===== src/hdl/ctim_pkg.sv =====
package ctim_pkg;

  // ----------------------------------------------------------------
  // register byte offsets (one 32-bit word each)
  // ----------------------------------------------------------------
  localparam logic [4:0] OFS_CTRL0 = 5'h00;
  localparam logic [4:0] OFS_CTRL1 = 5'h04;
  localparam logic [4:0] OFS_CNT_LO = 5'h08;
  localparam logic [4:0] OFS_CNT_HI = 5'h0C;
  localparam logic [4:0] OFS_CMP_LO = 5'h10;
  localparam logic [4:0] OFS_CMP_HI = 5'h14;
  localparam logic [4:0] OFS_STATUS = 5'h18;

  // ----------------------------------------------------------------
  // field positions
  // ----------------------------------------------------------------
  localparam int ON_BIT = 3;
  localparam int PER_LSB = 0;
  localparam int MODE_LSB = 6;
  localparam int IOSEL_LSB = 4;
  localparam int OC_BIT = 3;
  localparam int POL_BIT = 2;
  localparam int DPX_BIT = 1;
  localparam int CCLR_BIT = 0;
  localparam int FA_BIT = 0;
  localparam int FP_BIT = 1;
  localparam int OUT_BIT = 2;

  // ----------------------------------------------------------------
  // reset values and counter constants
  // ----------------------------------------------------------------
  localparam logic [9:0] RST_COUNT = 10'h000;
  localparam logic [9:0] RST_COMPARE = 10'h000;
  localparam logic [2:0] RST_PERIOD = 3'h0;
  localparam logic [10:0] FULL_SCALE = 11'h400;
  localparam logic [6:0] PERIOD_LOW_ZERO = 7'h00;

  // ----------------------------------------------------------------
  // modes and output function codes
  // ----------------------------------------------------------------
  typedef enum logic [1:0] {
    MODE_CMP = 2'h0,
    MODE_UNDEF = 2'h1,
    MODE_PWM = 2'h2,
    MODE_TC = 2'h3
  } ctim_mode_type;

  localparam logic [1:0] IO_NONE = 2'h0;
  localparam logic [1:0] IO_LOW = 2'h1;
  localparam logic [1:0] IO_HIGH = 2'h2;
  localparam logic [1:0] IO_TOGGLE = 2'h3;
  localparam logic [1:0] IO_INACTIVE = 2'h0;
  localparam logic [1:0] IO_ACTIVE = 2'h1;
  localparam logic [1:0] IO_PWM = 2'h2;

endpackage


===== src/hdl/ctim_timer.sv =====
// How it works
// RULE1: software changes output function only while off
// RULE2: initial level or pwm active level bit
// RULE3: polarity bit inverts output, not timer mode
// RULE4: swap bit exchanges period and duty roles
// RULE5: clear source picks compare or period match
// RULE6: period zero means clear by overflow
// RULE7: pwm ignores clear source; period comparator clears
// RULE8: counter readable as low and high bytes
// RULE9: compare value two bytes, reset zero
// RULE10: mode 00 compare, 10 pwm, 11 timer
// RULE11: compare mode raises both match flags
// RULE12: compare clear never raises period flag
// RULE13: zero compare with compare clear overflows silently
// RULE14: output changes only on compare match
// RULE15: timer_on rise loads initial output level
// RULE16: timer mode counts like compare, no output
// RULE17: pwm raises both flags on matches
// RULE18: swap off: period 128 steps, duty compare
// RULE19: swap on: compare period, duty 128 steps
// RULE20: duty at least period gives full active
// RULE21: forced output keeps internal pwm running
// RULE22: compare codes none, low, high, toggle
// RULE23: pwm codes inactive, active, waveform
// RULE24: timer_on rise clears counter, fall holds
// RULE25: period compares counter bits 9 to 7
// RULE26: counter increments each clock, wraps 3FF
module ctim_timer (
  input wire logic core_clk,
  input wire logic rst,
  input wire logic [4:0] avs_address,
  input wire logic avs_read,
  input wire logic avs_write,
  input wire logic [31:0] avs_writedata,
  input wire logic [3:0] avs_byteenable,
  output logic [31:0] avs_readdata,
  output logic avs_waitrequest,
  output logic timer_output
);

  // ----------------------------------------------------------------
  // state
  // ----------------------------------------------------------------
  typedef struct packed {
    logic [9:0] counter;
    logic [2:0] period_value;
    logic timer_on;
    logic [1:0] mode_sel;
    logic [1:0] output_function_sel;
    logic output_initial_level;
    logic output_polarity_invert;
    logic duty_period_swap;
    logic counter_clear_source;
    logic [9:0] compare_value;
    logic compare_match_flag;
    logic period_match_flag;
    logic out_level;
    logic pin_level;
    logic waitreq;
    logic [31:0] rdata;
  } ctim_state_type;

  ctim_state_type st_r;
  ctim_state_type st_nxt;
  logic [10:0] inc;
  logic [10:0] per_len;
  logic [10:0] duty_len;
  logic a_hit;
  logic p_hit;
  logic is_pwm;
  logic clr_hit;

  // ----------------------------------------------------------------
  // register read mux
  // ----------------------------------------------------------------
  function automatic logic [31:0] read_word(input ctim_state_type s, input logic [4:0] a);
    logic [31:0] w;
    w = 32'h0000_0000;
    if (a == ctim_pkg::OFS_CTRL0) begin
      w[ctim_pkg::ON_BIT] = s.timer_on;
      w[ctim_pkg::PER_LSB +: 3] = s.period_value;
    end else if (a == ctim_pkg::OFS_CTRL1) begin
      w[7:0] = {s.mode_sel, s.output_function_sel, s.output_initial_level,
                s.output_polarity_invert, s.duty_period_swap, s.counter_clear_source};
    end else if (a == ctim_pkg::OFS_CNT_LO) begin
      w[7:0] = s.counter[7:0]; // RULE8
    end else if (a == ctim_pkg::OFS_CNT_HI) begin
      w[1:0] = s.counter[9:8]; // RULE8
    end else if (a == ctim_pkg::OFS_CMP_LO) begin
      w[7:0] = s.compare_value[7:0];
    end else if (a == ctim_pkg::OFS_CMP_HI) begin
      w[1:0] = s.compare_value[9:8];
    end else if (a == ctim_pkg::OFS_STATUS) begin
      w[ctim_pkg::FA_BIT] = s.compare_match_flag;
      w[ctim_pkg::FP_BIT] = s.period_match_flag;
      w[ctim_pkg::OUT_BIT] = s.pin_level;
    end
    return w;
  endfunction

  // ----------------------------------------------------------------
  // comparators
  // ----------------------------------------------------------------
  // matches look at the value the counter is about to reach, so the
  // clear lands in place of that value and the period is exact
  assign inc = {1'b0, st_r.counter} + 11'h001;
  assign is_pwm = (st_r.mode_sel == ctim_pkg::MODE_PWM); // RULE10
  // zero compare never matches; with compare clear the counter just overflows
  assign a_hit = (st_r.compare_value != ctim_pkg::RST_COMPARE) &&
                 (inc == {1'b0, st_r.compare_value}); // RULE13
  // period zero stands for 1024, which is the overflow itself
  assign per_len = (st_r.period_value == ctim_pkg::RST_PERIOD) ? ctim_pkg::FULL_SCALE :
                   {1'b0, st_r.period_value, ctim_pkg::PERIOD_LOW_ZERO}; // RULE6
  assign p_hit = (inc[10:7] == per_len[10:7]) &&
                 (inc[6:0] == ctim_pkg::PERIOD_LOW_ZERO); // RULE25
  // pwm takes its clear from the period role, others from the bit
  assign clr_hit = is_pwm ? (st_r.duty_period_swap ? a_hit : p_hit) // RULE7 RULE4
                          : (st_r.counter_clear_source ? a_hit : p_hit); // RULE5
  assign duty_len = st_r.duty_period_swap ? per_len :
                    {1'b0, st_r.compare_value}; // RULE18 RULE19

  // ----------------------------------------------------------------
  // next state
  // ----------------------------------------------------------------
  always_comb begin
    logic pwm_active;
    logic pwm_level;
    pwm_active = 1'b0;
    pwm_level = 1'b0;
    st_nxt = st_r;
    // bus slave: one wait cycle, then the request is taken
    st_nxt.waitreq = 1'b1;
    if ((avs_read || avs_write) && st_r.waitreq) begin
      st_nxt.waitreq = 1'b0;
      st_nxt.rdata = read_word(st_r, avs_address);
    end
    if (avs_write && !st_r.waitreq && avs_byteenable[0]) begin
      if (avs_address == ctim_pkg::OFS_CTRL0) begin
        st_nxt.timer_on = avs_writedata[ctim_pkg::ON_BIT];
        st_nxt.period_value = avs_writedata[ctim_pkg::PER_LSB +: 3];
      end else if (avs_address == ctim_pkg::OFS_CTRL1) begin
        // mode and output function are trusted to change only while off
        st_nxt.mode_sel = avs_writedata[ctim_pkg::MODE_LSB +: 2]; // RULE1
        st_nxt.output_function_sel = avs_writedata[ctim_pkg::IOSEL_LSB +: 2];
        st_nxt.output_initial_level = avs_writedata[ctim_pkg::OC_BIT];
        st_nxt.output_polarity_invert = avs_writedata[ctim_pkg::POL_BIT];
        st_nxt.duty_period_swap = avs_writedata[ctim_pkg::DPX_BIT];
        st_nxt.counter_clear_source = avs_writedata[ctim_pkg::CCLR_BIT];
      end else if (avs_address == ctim_pkg::OFS_CMP_LO) begin
        st_nxt.compare_value[7:0] = avs_writedata[7:0]; // RULE9
      end else if (avs_address == ctim_pkg::OFS_CMP_HI) begin
        st_nxt.compare_value[9:8] = avs_writedata[1:0]; // RULE9
      end else if (avs_address == ctim_pkg::OFS_STATUS) begin
        // write one to clear; a match in the same cycle wins below
        if (avs_writedata[ctim_pkg::FA_BIT]) begin
          st_nxt.compare_match_flag = 1'b0;
        end
        if (avs_writedata[ctim_pkg::FP_BIT]) begin
          st_nxt.period_match_flag = 1'b0;
        end
      end
    end
    // counting; the off state freezes the residual value
    if (st_r.timer_on) begin
      st_nxt.counter = clr_hit ? ctim_pkg::RST_COUNT : inc[9:0]; // RULE26 RULE24
      if (a_hit) begin
        st_nxt.compare_match_flag = 1'b1; // RULE11 RULE17
      end
      if (p_hit && (is_pwm || !st_r.counter_clear_source)) begin
        st_nxt.period_match_flag = 1'b1; // RULE11 RULE12 RULE17
      end
      if (!is_pwm && a_hit) begin
        case (st_r.output_function_sel) // RULE14 RULE22
          ctim_pkg::IO_LOW: st_nxt.out_level = 1'b0;
          ctim_pkg::IO_HIGH: st_nxt.out_level = 1'b1;
          ctim_pkg::IO_TOGGLE: st_nxt.out_level = !st_r.out_level;
          default: st_nxt.out_level = st_r.out_level;
        endcase
      end
    end
    // switching on restarts the count and the output
    if (avs_write && !st_r.waitreq && avs_byteenable[0] &&
        avs_address == ctim_pkg::OFS_CTRL0 &&
        avs_writedata[ctim_pkg::ON_BIT] && !st_r.timer_on) begin
      st_nxt.counter = ctim_pkg::RST_COUNT; // RULE24
      st_nxt.out_level = st_r.output_initial_level; // RULE15 RULE2
    end
    // pwm keeps counting whatever the output function forces
    pwm_active = ({1'b0, st_nxt.counter} < duty_len); // RULE20 RULE21
    case (st_r.output_function_sel) // RULE23
      ctim_pkg::IO_ACTIVE: pwm_level = st_r.output_initial_level;
      ctim_pkg::IO_PWM: pwm_level = pwm_active ? st_r.output_initial_level
                                              : !st_r.output_initial_level; // RULE2
      default: pwm_level = !st_r.output_initial_level;
    endcase
    // timer/counter mode leaves the pin parked low
    if (st_r.mode_sel == ctim_pkg::MODE_TC) begin
      st_nxt.pin_level = 1'b0; // RULE16
    end else begin
      st_nxt.pin_level = (is_pwm ? pwm_level : st_nxt.out_level) ^
                         st_r.output_polarity_invert; // RULE3
    end
  end

  // ----------------------------------------------------------------
  // state register
  // ----------------------------------------------------------------
  always_ff @(posedge core_clk) begin
    if (rst) begin
      st_r <= '0;
      st_r.waitreq <= 1'b1;
    end else begin
      st_r <= st_nxt;
    end
  end

  assign avs_readdata = st_r.rdata;
  assign avs_waitrequest = st_r.waitreq;
  assign timer_output = st_r.pin_level;
endmodule


===== config.mk =====
export PLATFORM = sky130hd
export DESIGN_NAME = ctim_timer
export DESIGN_NICKNAME = d
export VERILOG_FILES = /design/src/hdl/ctim_pkg.sv /design/src/hdl/ctim_timer.sv
export SDC_FILE = /design/constraint.sdc
export NUM_CORES = 1
export LEC_CHECK = 0
export ABC_CLOCK_PERIOD_IN_PS = 5780
export BUFFER_PORTS_ARGS = -buffer_cell sky130_fd_sc_hd__buf_2
export CAP_MARGIN = 30
export CORE_UTILIZATION = 55
export CTS_CLUSTER_DIAMETER = 150
export DETAILED_ROUTE_END_ITERATION = 6
export PLACE_DENSITY = 0.78
export SETUP_SLACK_MARGIN = 0.5
export SLEW_MARGIN = 20
export SYNTH_ARGS = -nofsm -noshare
export SYNTH_HDL_FRONTEND = slang
export SYNTH_SLANG_ARGS = --single-unit

===== constraint.sdc =====
create_clock -name core_clk -period 5.78 [get_ports core_clk]
set_input_delay 0.578 -clock core_clk [delete_from_list [all_inputs] [get_ports core_clk]]
set_output_delay 0.578 -clock core_clk [all_outputs]
set_load 0.1 [all_outputs]

==> results of run 1 <==
## critical path: cells and delay by family (launching register included)
family | cells | cell delay, ps
flip-flops | 1 | 500
adder cells (fa/ha/maj) | 2 | 660
AO/OA/AOI/OAI | 12 | 2340
multiplexers | 1 | 240
AND/OR/NAND/NOR | 6 | 1110
## state kept, by name (all words and copies together) (netlist names)
name             flops
avs_readdata         8
avs_waitrequest      1
st_r                35
timer_output         1
## cell type report
type / count / share of cell area (%)
clock inverter: 3 / 1.429
inverter: 10 / 1.072
clock buffer: 5 / 1.965
timing repair buffer: 30 / 4.502
sequential: 45 / 25.76
multi-input combinational: 343 / 62.59
tap: 75 / 2.680
## power by group through the flow
stage / Combinational (uW) / Clock [uW] / Sequential (uW)
floorplan: 137 / 0 / 328
global placement: 139 / 0 / 324
detailed placement: 140 / 0 / 324
CTS: 140 / 251 / 317
global route: 146 / 266 / 318
finish: 140 / 250 / 317
## through the flow
| step | instances | util (%) |
|---|---|---|
| final | 511 | 58.80 |
| after global routing | 511 | 58.80 |
| after CTS | 511 | 58.63 |
| after detailed placement | 503 | 56.64 |
| after global placement | 503 | 56.64 |
| after floorplan | 455 | - |
## path summary, 6_finish.rpt
| path | from | end | slack [ps] | depth (start not counted) |
|---|---|---|---|---|
| setup / recovery | st_r[60] | timer_output | 820 | 21 |
| hold / removal | avs_readdata[2] | avs_readdata[2] | 450 | 2 |
| setup reg to reg | st_r[60] | timer_output | 820 | 21 |
| hold reg to reg | avs_readdata[2] | avs_readdata[2] | 450 | 2 |
## cells in the final DEF (no fill, tap or decap), drive strengths merged, types with 6 or more instances in the layout
master and count:
mux2i 20, nor3 10, nand2 38, o21ai 28, nand4 8, conb 24, a31oi 6, a211oi 8
ha 13, nor2b 14, nand2b 13, a21oi 31, nor2 42, inv 11, xnor2 7, dfxtp 45
buf 30, nand3 20
## per-layer routing
layer / part of all wire [%] / GRT usage, % / routed length (microns)
met5: 0 / 0 / 0
met4: 2.5 / 7.679 / 211
met1: 44 / 36.90 / 3782
met3: 8.0 / 3.864 / 680
met2: 45 / 43.98 / 3878
## kinds of logic (layout without fill, tap and decap cells)
group / Yosys count / in the layout / share of synthesized area [%]
AO/OA/AOI/OAI: 102 / 102 / 20.49
AND/OR/NAND/NOR: 170 / 170 / 26.59
flip-flops: 45 / 45 / 26.44
multiplexers: 21 / 21 / 6.206
adder cells (fa/ha/maj): 14 / 14 / 5.068
other: 1 / 24 / 0.1101
buffers and inverters: 67 / 48 / 12.01
XOR/XNOR: 12 / 12 / 3.085
==> run_results.csv, run 1 <==
group,metric,value,unit
status,status,"finished, final reports clean",
global_route,grt_pass1_wl,13280,microns
power_and_ir_drop,swShare,34.67,%
die,rows,28,
global_route,grt_pass1_vias,2690,
power_and_ir_drop,seq_power_share,44.8,%
cts,clkSlewWorstSetupHoldPaths,100,ps
power_and_ir_drop,power.leakage,0.001310,uW
global_route,grt_max_degree,49,
global_route,overflow,0,
cts,postCtsHoldBufs,0,
synth,synthCells,432,
critical_path,critPathMaxStageDelay,500,ps
cts,clock_latency,300,ps
power_and_ir_drop,finalPower,707.9,uW
critical_path,worstPathCellList,"ha_1 > nand3_2 > a2111oi_1 > a21oi_1 > nor4_4 > nand4b_2 > nand3_4 > nor2_1 > o21ai_0 > o31ai_1 > ha_1 > a21o_1 > a21o_1 > a21o_1 > a21oi_1 > o21ai_0 > a211oi_1 > a2111oi_2 > a211oi_2 > mux2i_1 > nand2_1",
job,cap_viol_max_count,0,
power_and_ir_drop,p_int,462.4,uW
die,die_w,80.71,microns
critical_path,crit_slowest_cell,"dfxtp_1",
cells_and_area,drive_gt1_share,12.61,%
synth,synth_area,0.003407,sq mm
cts,cts_root_buf,"clkbuf_8",
synth,synthFlopType,"dfxtp_1",
critical_path,crit_fanout,15,
die,core_area,0.005956,sq mm
routing,dr_total_vias,3087,
timing,finClkSkew,13.55,ps
synth,synthTopCellsByCount,"dfxtp_1 (45), nor2_1 (42), nand2_1 (38), buf_4 (35), a21oi_1 (31)",
power_and_ir_drop,pwr-share-clk,35.4,%
synth,synth_top_area_share,26.44,%
synth,yosysTopAreaCell,"dfxtp_1",
die,die_h,80.71,microns
timing,holdWs,454.5,ps
synth,yosysMostFrequentCell,"dfxtp_1",
power_and_ir_drop,ir_drop,178.3,uV
die,ios,79,
timing,tightest_slew,886.4,ps
timing,relSlewSlack,40.91,%
placed_design,hpwl,6340,microns
timing,post-route-period-util,85.81,%
timing,rsz0062_at_grt,"false",
critical_path,cp_data_required_time,5980,ps
cts,cts_resized,0,
placed_design,gp_congestion,0.9935,
synth,synth_edf_count,0,
power_and_ir_drop,p_per_area,202.1,mW/mm^2
timing,max_freq,201.6,MHz
timing,hold_viol,0,
critical_path,crit_type,"flop to flop",
timing,report.final.slew_viol_count,0,
cells_and_area,fin_area,0.003502,sq mm
routing,wl_per_cell,16.74,microns
timing,setup_slack,820.0,ps
cts,cts_buffers,5,
cts,post_cts_buffers,0,
die,initial_core_util,57.21,%
synth,avgSynthCellArea,7.887,sq um
cts,cts_tree,"built",
synth,async_reset_ff_share,0,%
routing,firstDrtPassIters,5,
cells_and_area,nets,493,
critical_path,startpoint_type,"flop",
cells_and_area,multiInputGateArea,0.002192,sq mm
cts,ctsHtreeMaxLevel,2,
cells_and_area,num_antenna_cells,0,
global_route,grt_use_total,27.01,%
min_path,hp-class,"flop to flop",
synth,yosys-top-cells-area,"dfxtp_1 (26%), buf_4 (7.7%), mux2i_1 (5.9%)",
die,dieArea,0.006513,sq mm
power_and_ir_drop,pwr-share-comb,19.8,%
cells_and_area,area_growth,2.791,%
timing,setup_viol,0,
routing,drt_iter0_markers,330,
synth,ys_types,64,
routing,wl,8552,microns
cells_and_area,num-fill-cells,532,
synth,synth_seq_cells,45,
synth,yosysSeqAreaShare,26.44,%
cells_and_area,ff_latch_area,902.1,sq um
routing,routed_via_density,6.041,
timing,tns,0,ps
cts,cts.sinks,45,
routing,postRouteAntennaNets,0,
critical_path,critical_path_arrival,5160,ps
placed_design,place_area,0.003373,sq mm
routing,drc,0,
timing,period_needed,4960,ps
power_and_ir_drop,p_sw,245.4,uW
synth,yosys_warnings,0,
critical_path,worstSetupEndpointType,"flop",
global_route,antenna_found_initial,0,
cts,max-clock-path-buffers,2,
placed_design,port_buffers,27,
placed_design,place_ws,791.0,ps
critical_path,cp_common_cell,"a21o_1",
(Power assumes the default switching activity.)
==> run 2, diff against run 1 <==
--- a/config.mk
+++ b/config.mk
@@ -5,13 +5,13 @@
 export SDC_FILE = /design/constraint.sdc
 export NUM_CORES = 1
 export LEC_CHECK = 0
-export ABC_CLOCK_PERIOD_IN_PS = 5780
+export ABC_CLOCK_PERIOD_IN_PS = 6000
 export BUFFER_PORTS_ARGS = -buffer_cell sky130_fd_sc_hd__buf_2
 export CAP_MARGIN = 30
-export CORE_UTILIZATION = 55
+export CORE_UTILIZATION = 59
 export CTS_CLUSTER_DIAMETER = 150
 export DETAILED_ROUTE_END_ITERATION = 6
-export PLACE_DENSITY = 0.78
+export PLACE_DENSITY = 0.83
 export SETUP_SLACK_MARGIN = 0.5
 export SLEW_MARGIN = 20
 export SYNTH_ARGS = -nofsm -noshare
==> constraint.sdc (replaced) <==
create_clock -name core_clk -period 6 [get_ports core_clk]
set_input_delay 0.6 -clock core_clk [delete_from_list [all_inputs] [get_ports core_clk]]
set_output_delay 0.6 -clock core_clk [all_outputs]
set_load 0.1 [all_outputs]
==> run 2 against run 1 <==
Against the previous run: the flow now finishes with violations (design-rule violations); clock skew fell by 5.4 ps; largest power group unchanged; first-iteration DRC count rose by 13%; clock-buffer cell count did not move; via count grew 2.5%; combinational power fell by 4%; critical path depth unchanged; clock power shrank 23%; final cell count fell by 0.59%; register-to-register slack gained 110 ps; die area fell by 6.6%; design area shrank 1.1%; sequential share of layout area increased by 0.24 points.
==> run_results.csv, run 2 (synthesized netlist as in run 1, its figures left out) <==
group,metric,value,unit
die,core_area,0.005540,sq mm
die,ios,79,
cts,clkSlewWorstSetupHoldPaths,90,ps
cells_and_area,final_common_cell,"dfxtp_1",
global_route,grt_pass1_wl,13910,microns
cells_and_area,drive_gt1_share,12.61,%
cts,cts.sinks,45,
timing,finClkSkew,8.135,ps
power_and_ir_drop,power.leakage,0.001294,uW
cells_and_area,num_antenna_cells,0,
die,die_h,77.99,microns
timing,relSlewSlack,37.40,%
cells_and_area,mostFrequentLayoutCells,"dfxtp_1 (45), nor2_1 (42), nand2_1 (38), a21oi_1 (31), buf_2 (27)",
timing,post-route-period-util,84.42,%
power_and_ir_drop,swShare,36.74,%
cells_and_area,largest_reg_flops,35,
critical_path,crit_fanout,15,
die,dieArea,0.006082,sq mm
critical_path,crit_type,"flop to flop",
global_route,overflow,0,
global_route,grt_use_total,29.63,%
critical_path,worstSetupEndpointType,"flop",
routing,wl,8638,microns
die,die_w,77.99,microns
power_and_ir_drop,p_sw,232.5,uW
cts,cts_root_buf,"clkbuf_8",
routing,routed_via_density,6.230,
cts,postCtsHoldBufs,0,
routing,firstDrtPassIters,7,
global_route,antenna_found_initial,0,
cts,clock_latency,300,ps
cts,max-clock-path-buffers,2,
global_route,grt_pass1_vias,2916,
status,status,"complete, but fails checks",
placed_design,place_area,0.003369,sq mm
power_and_ir_drop,p_per_area,182.7,mW/mm^2
die,rows,27,
cts,cts_tree,"built",
routing,wl_per_cell,17.00,microns
routing,postRouteAntennaNets,0,
job,cap_viol_max_count,0,
critical_path,critical_path_arrival,5270,ps
cells_and_area,multiInputGateArea,0.002188,sq mm
placed_design,hpwl,6400,microns
cells_and_area,ff_latch_area,900.9,sq um
status,violations,"design-rule violations",
routing,dr_total_vias,3165,
power_and_ir_drop,pwr-share-clk,30.4,%
cells_and_area,regMostFlops,"st_r",
power_and_ir_drop,seq_power_share,48.2,%
routing,drc,4,
power_and_ir_drop,ir_drop,165.0,uV
die,initial_core_util,61.50,%
min_path,hp-class,"flop to flop",
timing,tns,0,ps
cells_and_area,fin_area,0.003465,sq mm
timing,rsz0062_at_grt,"false",
placed_design,port_buffers,27,
timing,tightest_slew,934.6,ps
routing,drt_iter0_markers,374,
cts,ctsHtreeMaxLevel,2,
cells_and_area,area_growth,1.689,%
global_route,grt_max_degree,49,
critical_path,startpoint_type,"flop",
timing,max_freq,197.4,MHz
timing,period_needed,5065,ps
critical_path,cp_data_required_time,6200,ps
timing,hold_viol,0,
power_and_ir_drop,pwr-share-comb,21.4,%
timing,report.final.slew_viol_count,0,
timing,setup_viol,0,
placed_design,gp_congestion,0.9185,
power_and_ir_drop,finalPower,632.9,uW
cells_and_area,num-fill-cells,501,
cts,cts_buffers,5,
cells_and_area,nets,493,
power_and_ir_drop,p_int,400.4,uW
## run 2: changes by cell type in the layout (fill, tap and decap cells not counted), sizes merged
cell      previous run  this run
bufinv               1         0
clkinvlp             0         1
## run 2: area by class of cell
| cell class | instances | area share (%) |
|---|---|---|
| well taps | 72 | 2.600 |
| clock buffers | 5 | 1.986 |
| clock inverters | 3 | 0.6139 |
| inverters | 10 | 1.083 |
| multi-input cells | 343 | 63.16 |
| flip-flops and latches | 45 | 26.00 |
| repair buffers | 30 | 4.550 |
## run 2: worst paths after layout
check,startpoint,endpoint,slack (ps),depth (start not counted)
max,st_r[59],timer_output,930,21
min reg2reg,avs_readdata[2],avs_readdata[2],450,2
max reg2reg,st_r[59],timer_output,930,21
min,avs_readdata[2],avs_readdata[2],450,2
## run 2: metrics by stage
stage	hold slack (ps)	worst slack [ps]	utilization (%)	cells
after floorplan	432.2	1804	-	455
after global placement	439.0	1112	60.82	500
after detailed placement	444.3	939.6	60.82	500
after CTS	454.5	904.7	62.44	508
after global routing	485.8	539.1	62.53	508
final	453.2	934.9	62.53	508
## run 2: timing repair
action | in CTS | in global routing
resized for setup | 0 | 1
endpoints found under the hold margin | 0 | 0
endpoints found under the setup margin | 0 | 1
buffers inserted | 0 | 0
## run 2: metal layers
metal	up-vias	share of wire (%)	GRT usage, %
li1	1505	-	-
met5	-	0	0
met3	24	11	5.529
met2	203	44	47.96
met4	0	2.8	12.78
met1	1433	42	38.43
## run 2: critical path, cell delays in order (launching register included)
cell	delay [ps]
dfxtp_1	570
ha_1	340
nand3_2	160
a2111oi_0	420
a21oi_1	150
nor4_4	330
nand4b_2	210
nand3_2	290
nor2_1	60
o21ai_0	140
o31ai_1	130
ha_1	330
a21o_1	180
a21o_1	170
a21o_1	170
a21oi_1	120
o21ai_0	140
o21ai_0	450
a2111oi_2	80
a211oi_2	190
mux2i_1	230
nand2_1	70
## run 2: power by group through the flow
stage	Sequential, uW	Combinational, uW	Clock, uW
after floorplan	316	132	0
after global placement	312	133	0
after detailed placement	312	134	0
after CTS	305	135	194
after global routing	306	141	206
final	305	135	192
==> run 3, diff against run 2 <==
--- a/config.mk
+++ b/config.mk
@@ -5,13 +5,13 @@
 export SDC_FILE = /design/constraint.sdc
 export NUM_CORES = 1
 export LEC_CHECK = 0
-export ABC_CLOCK_PERIOD_IN_PS = 6000
+export ABC_CLOCK_PERIOD_IN_PS = 4900
 export BUFFER_PORTS_ARGS = -buffer_cell sky130_fd_sc_hd__buf_2
 export CAP_MARGIN = 30
-export CORE_UTILIZATION = 59
+export CORE_UTILIZATION = 55
 export CTS_CLUSTER_DIAMETER = 150
 export DETAILED_ROUTE_END_ITERATION = 6
-export PLACE_DENSITY = 0.83
+export PLACE_DENSITY = 0.78
 export SETUP_SLACK_MARGIN = 0.5
 export SLEW_MARGIN = 20
 export SYNTH_ARGS = -nofsm -noshare
==> constraint.sdc (replaced) <==
create_clock -name core_clk -period 4.9 [get_ports core_clk]
set_input_delay 0.49 -clock core_clk [delete_from_list [all_inputs] [get_ports core_clk]]
set_output_delay 0.49 -clock core_clk [all_outputs]
set_load 0.1 [all_outputs]
==> run 3 against run 2 <==
Against the previous run: the flow now finishes without violations; global-route usage decreased by 1.3 points; flip-flop and latch count is the same; clock skew increased by 2.6 ps; largest cell class unchanged; highest routed layer unchanged.
==> run_results.csv, run 3 (synthesized netlist as in run 1, its figures left out) <==
group,metric,value,unit
status,status,"finished, final reports clean",
cells_and_area,drive_gt1_share,21.96,%
routing,drc,0,
cells_and_area,area_growth,12.16,%
critical_path,worstSetupEndpointType,"flop",
cts,ctsHtreeMaxLevel,2,
routing,wl,9539,microns
timing,rsz0062_at_grt,"false",
cts,cts.sinks,45,
die,die_w,80.71,microns
min_path,worstHoldStart,"avs_writedata[5]",
global_route,grt_pass1_vias,2870,
timing,report.final.slew_viol_count,0,
timing,max_freq,229.7,MHz
placed_design,port_buffers,27,
timing,setup_viol,0,
critical_path,startpoint,"st_r[60]",
routing,firstDrtPassIters,7,
placed_design,place_ws,306.7,ps
timing,hold_viol,0,
timing,finClkSkew,10.70,ps
global_route,antenna_found_initial,0,
placed_design,gp_congestion,0.9618,
cells_and_area,mostFrequentLayoutCells,"nor2_1 (42), nand2_1 (38), dfxtp_1 (38), a21oi_1 (29), buf_2 (27)",
cts,cts_buffers,5,
critical_path,startpoint_type,"flop",
cells_and_area,nets,517,
cells_and_area,regMostFlops,"st_r",
die,ios,79,
timing,tns,0,ps
timing,relSlewSlack,39.80,%
min_path,hold-path-cell-count,3,
die,core_area,0.005956,sq mm
power_and_ir_drop,ir_drop,197.1,uV
cts,clock_latency,310,ps
routing,routed_via_density,6.335,
cts,cts_tree,"built",
cts,clkSlewWorstSetupHoldPaths,90,ps
power_and_ir_drop,power.leakage,0.001473,uW
cts,max-clock-path-buffers,2,
global_route,overflow,0,
critical_path,critical_path_arrival,4550,ps
routing,drt_iter0_markers,465,
critical_path,critPathMaxStageDelay,440,ps
timing,post-route-period-util,88.87,%
critical_path,crit_type,"flop to flop",
placed_design,hpwl,6725,microns
timing,tightest_slew,898.8,ps
job,cap_viol_max_count,0,
min_path,hp-class,"input port to flop",
critical_path,crit_slowest_cell,"a2111oi_4",
cts,cts_root_buf,"clkbuf_8",
critical_path,worstReg2RegStart,"st_r[60]",
placed_design,dp.cells,516,
cells_and_area,final_util,64.16,%
cells_and_area,num_antenna_cells,0,
routing,dr_total_vias,3389,
critical_path,cp_common_cell,"a21o_1",
die,initial_core_util,57.21,%
critical_path,cp_data_required_time,5100,ps
cells_and_area,final_common_cell,"nor2_1",
routing,postRouteAntennaNets,0,
global_route,grt_max_degree,49,
timing,period_needed,4354,ps
cells_and_area,largest_reg_flops,35,
global_route,grt_use_total,28.30,%
die,dieArea,0.006513,sq mm
die,rows,28,
die,die_h,80.71,microns
critical_path,r2r_cells,22,
critical_path,worstPathCellList,"ha_4 > and3_4 > and4_1 > o21ai_2 > a2111oi_4 > nand3_2 > nand3_4 > buf_6 > nor2_1 > o21ai_1 > o31ai_1 > ha_1 > a21o_1 > a21o_1 > a21o_1 > a21oi_2 > o21ai_2 > a211oi_2 > a2111oi_2 > a211oi_2 > mux2i_1 > nand2_1",
cells_and_area,finalNonFillerCells,535,
power_and_ir_drop,p_per_area,230.7,mW/mm^2
global_route,grt_pass1_wl,13980,microns
critical_path,crit_fanout,7,
timing,setup_slack,545.6,ps
routing,wl_per_cell,17.83,microns
[run 3: changes by cell type in the layout (fill, tap and decap cells not counted), moves of 3 or more]
cell / before / now
buf_4: 3 / 24
o21ai_1: 3 / 6
dfxtp_2: 0 / 6
dfxtp_1: 45 / 38
o21ai_0: 25 / 20
buf_6: 0 / 3
[run 3: repair_timing]
action	4_1_cts	5_1_grt
endpoints found under the setup margin	1	1
hold buffers	0	0
pin swaps	3	17
resized for setup	10	30
buffers inserted	1	10
[run 3: path summary, 6_finish.rpt]
path / endpoint / slack (ps)
setup / recovery: timer_output / 550
hold / removal: st_r[42] / 430
setup reg to reg: timer_output / 550
hold reg to reg: avs_readdata[2] / 460
[run 3: final cells by class]
class	instances	area (sq um)
inverter	10	37.54
fill	497	2135
sequential	45	912.1
clock inverter	3	68.82
multi-input combinational	343	2291
clock buffer	5	68.82
tap	75	93.84
timing repair buffer	54	349.1
[run 3: critical path: cells and delay by family (launching register included)]
| family | cells | cell delay [ps] |
|---|---|---|
| DFF | 1 | 370 |
| buffers and inverters | 1 | 140 |
| muxes | 1 | 220 |
| adders and majority gates | 2 | 420 |
| and+or+nand+nor | 6 | 930 |
| AOI/OAI and AO/OA | 12 | 2170 |
[run 3: metrics by stage]
stage	hold slack, ps	power (uW)	area, sq um
6_report	427.1	881.5	3821
5_1_grt	439.1	903.2	3821
4_1_cts	433.4	880.6	3645
3_5_place_dp	442.8	547.9	3471
3_3_place_gp	438.2	546.3	3471
2_1_floorplan	432.2	547.4	3493
[run 3: routing by layer]
layer / vias to the layer above / track usage (%) / part of all wire, %
met4: 0 / 10.00 / 3.5
met3: 42 / 3.750 / 10
met5: - / 0 / 0
li1: 1538 / - / -
met1: 1572 / 38.34 / 40
met2: 237 / 45.76 / 47
[run 3: power by group]
group / switching (uW) / leakage (uW) / total, uW / internal [uW]
clock: 136 / 0.0000687 / 342 / 205
combinational: 148 / 0.00104 / 167 / 18.8
sequential: 3.22 / 0.000368 / 373 / 370
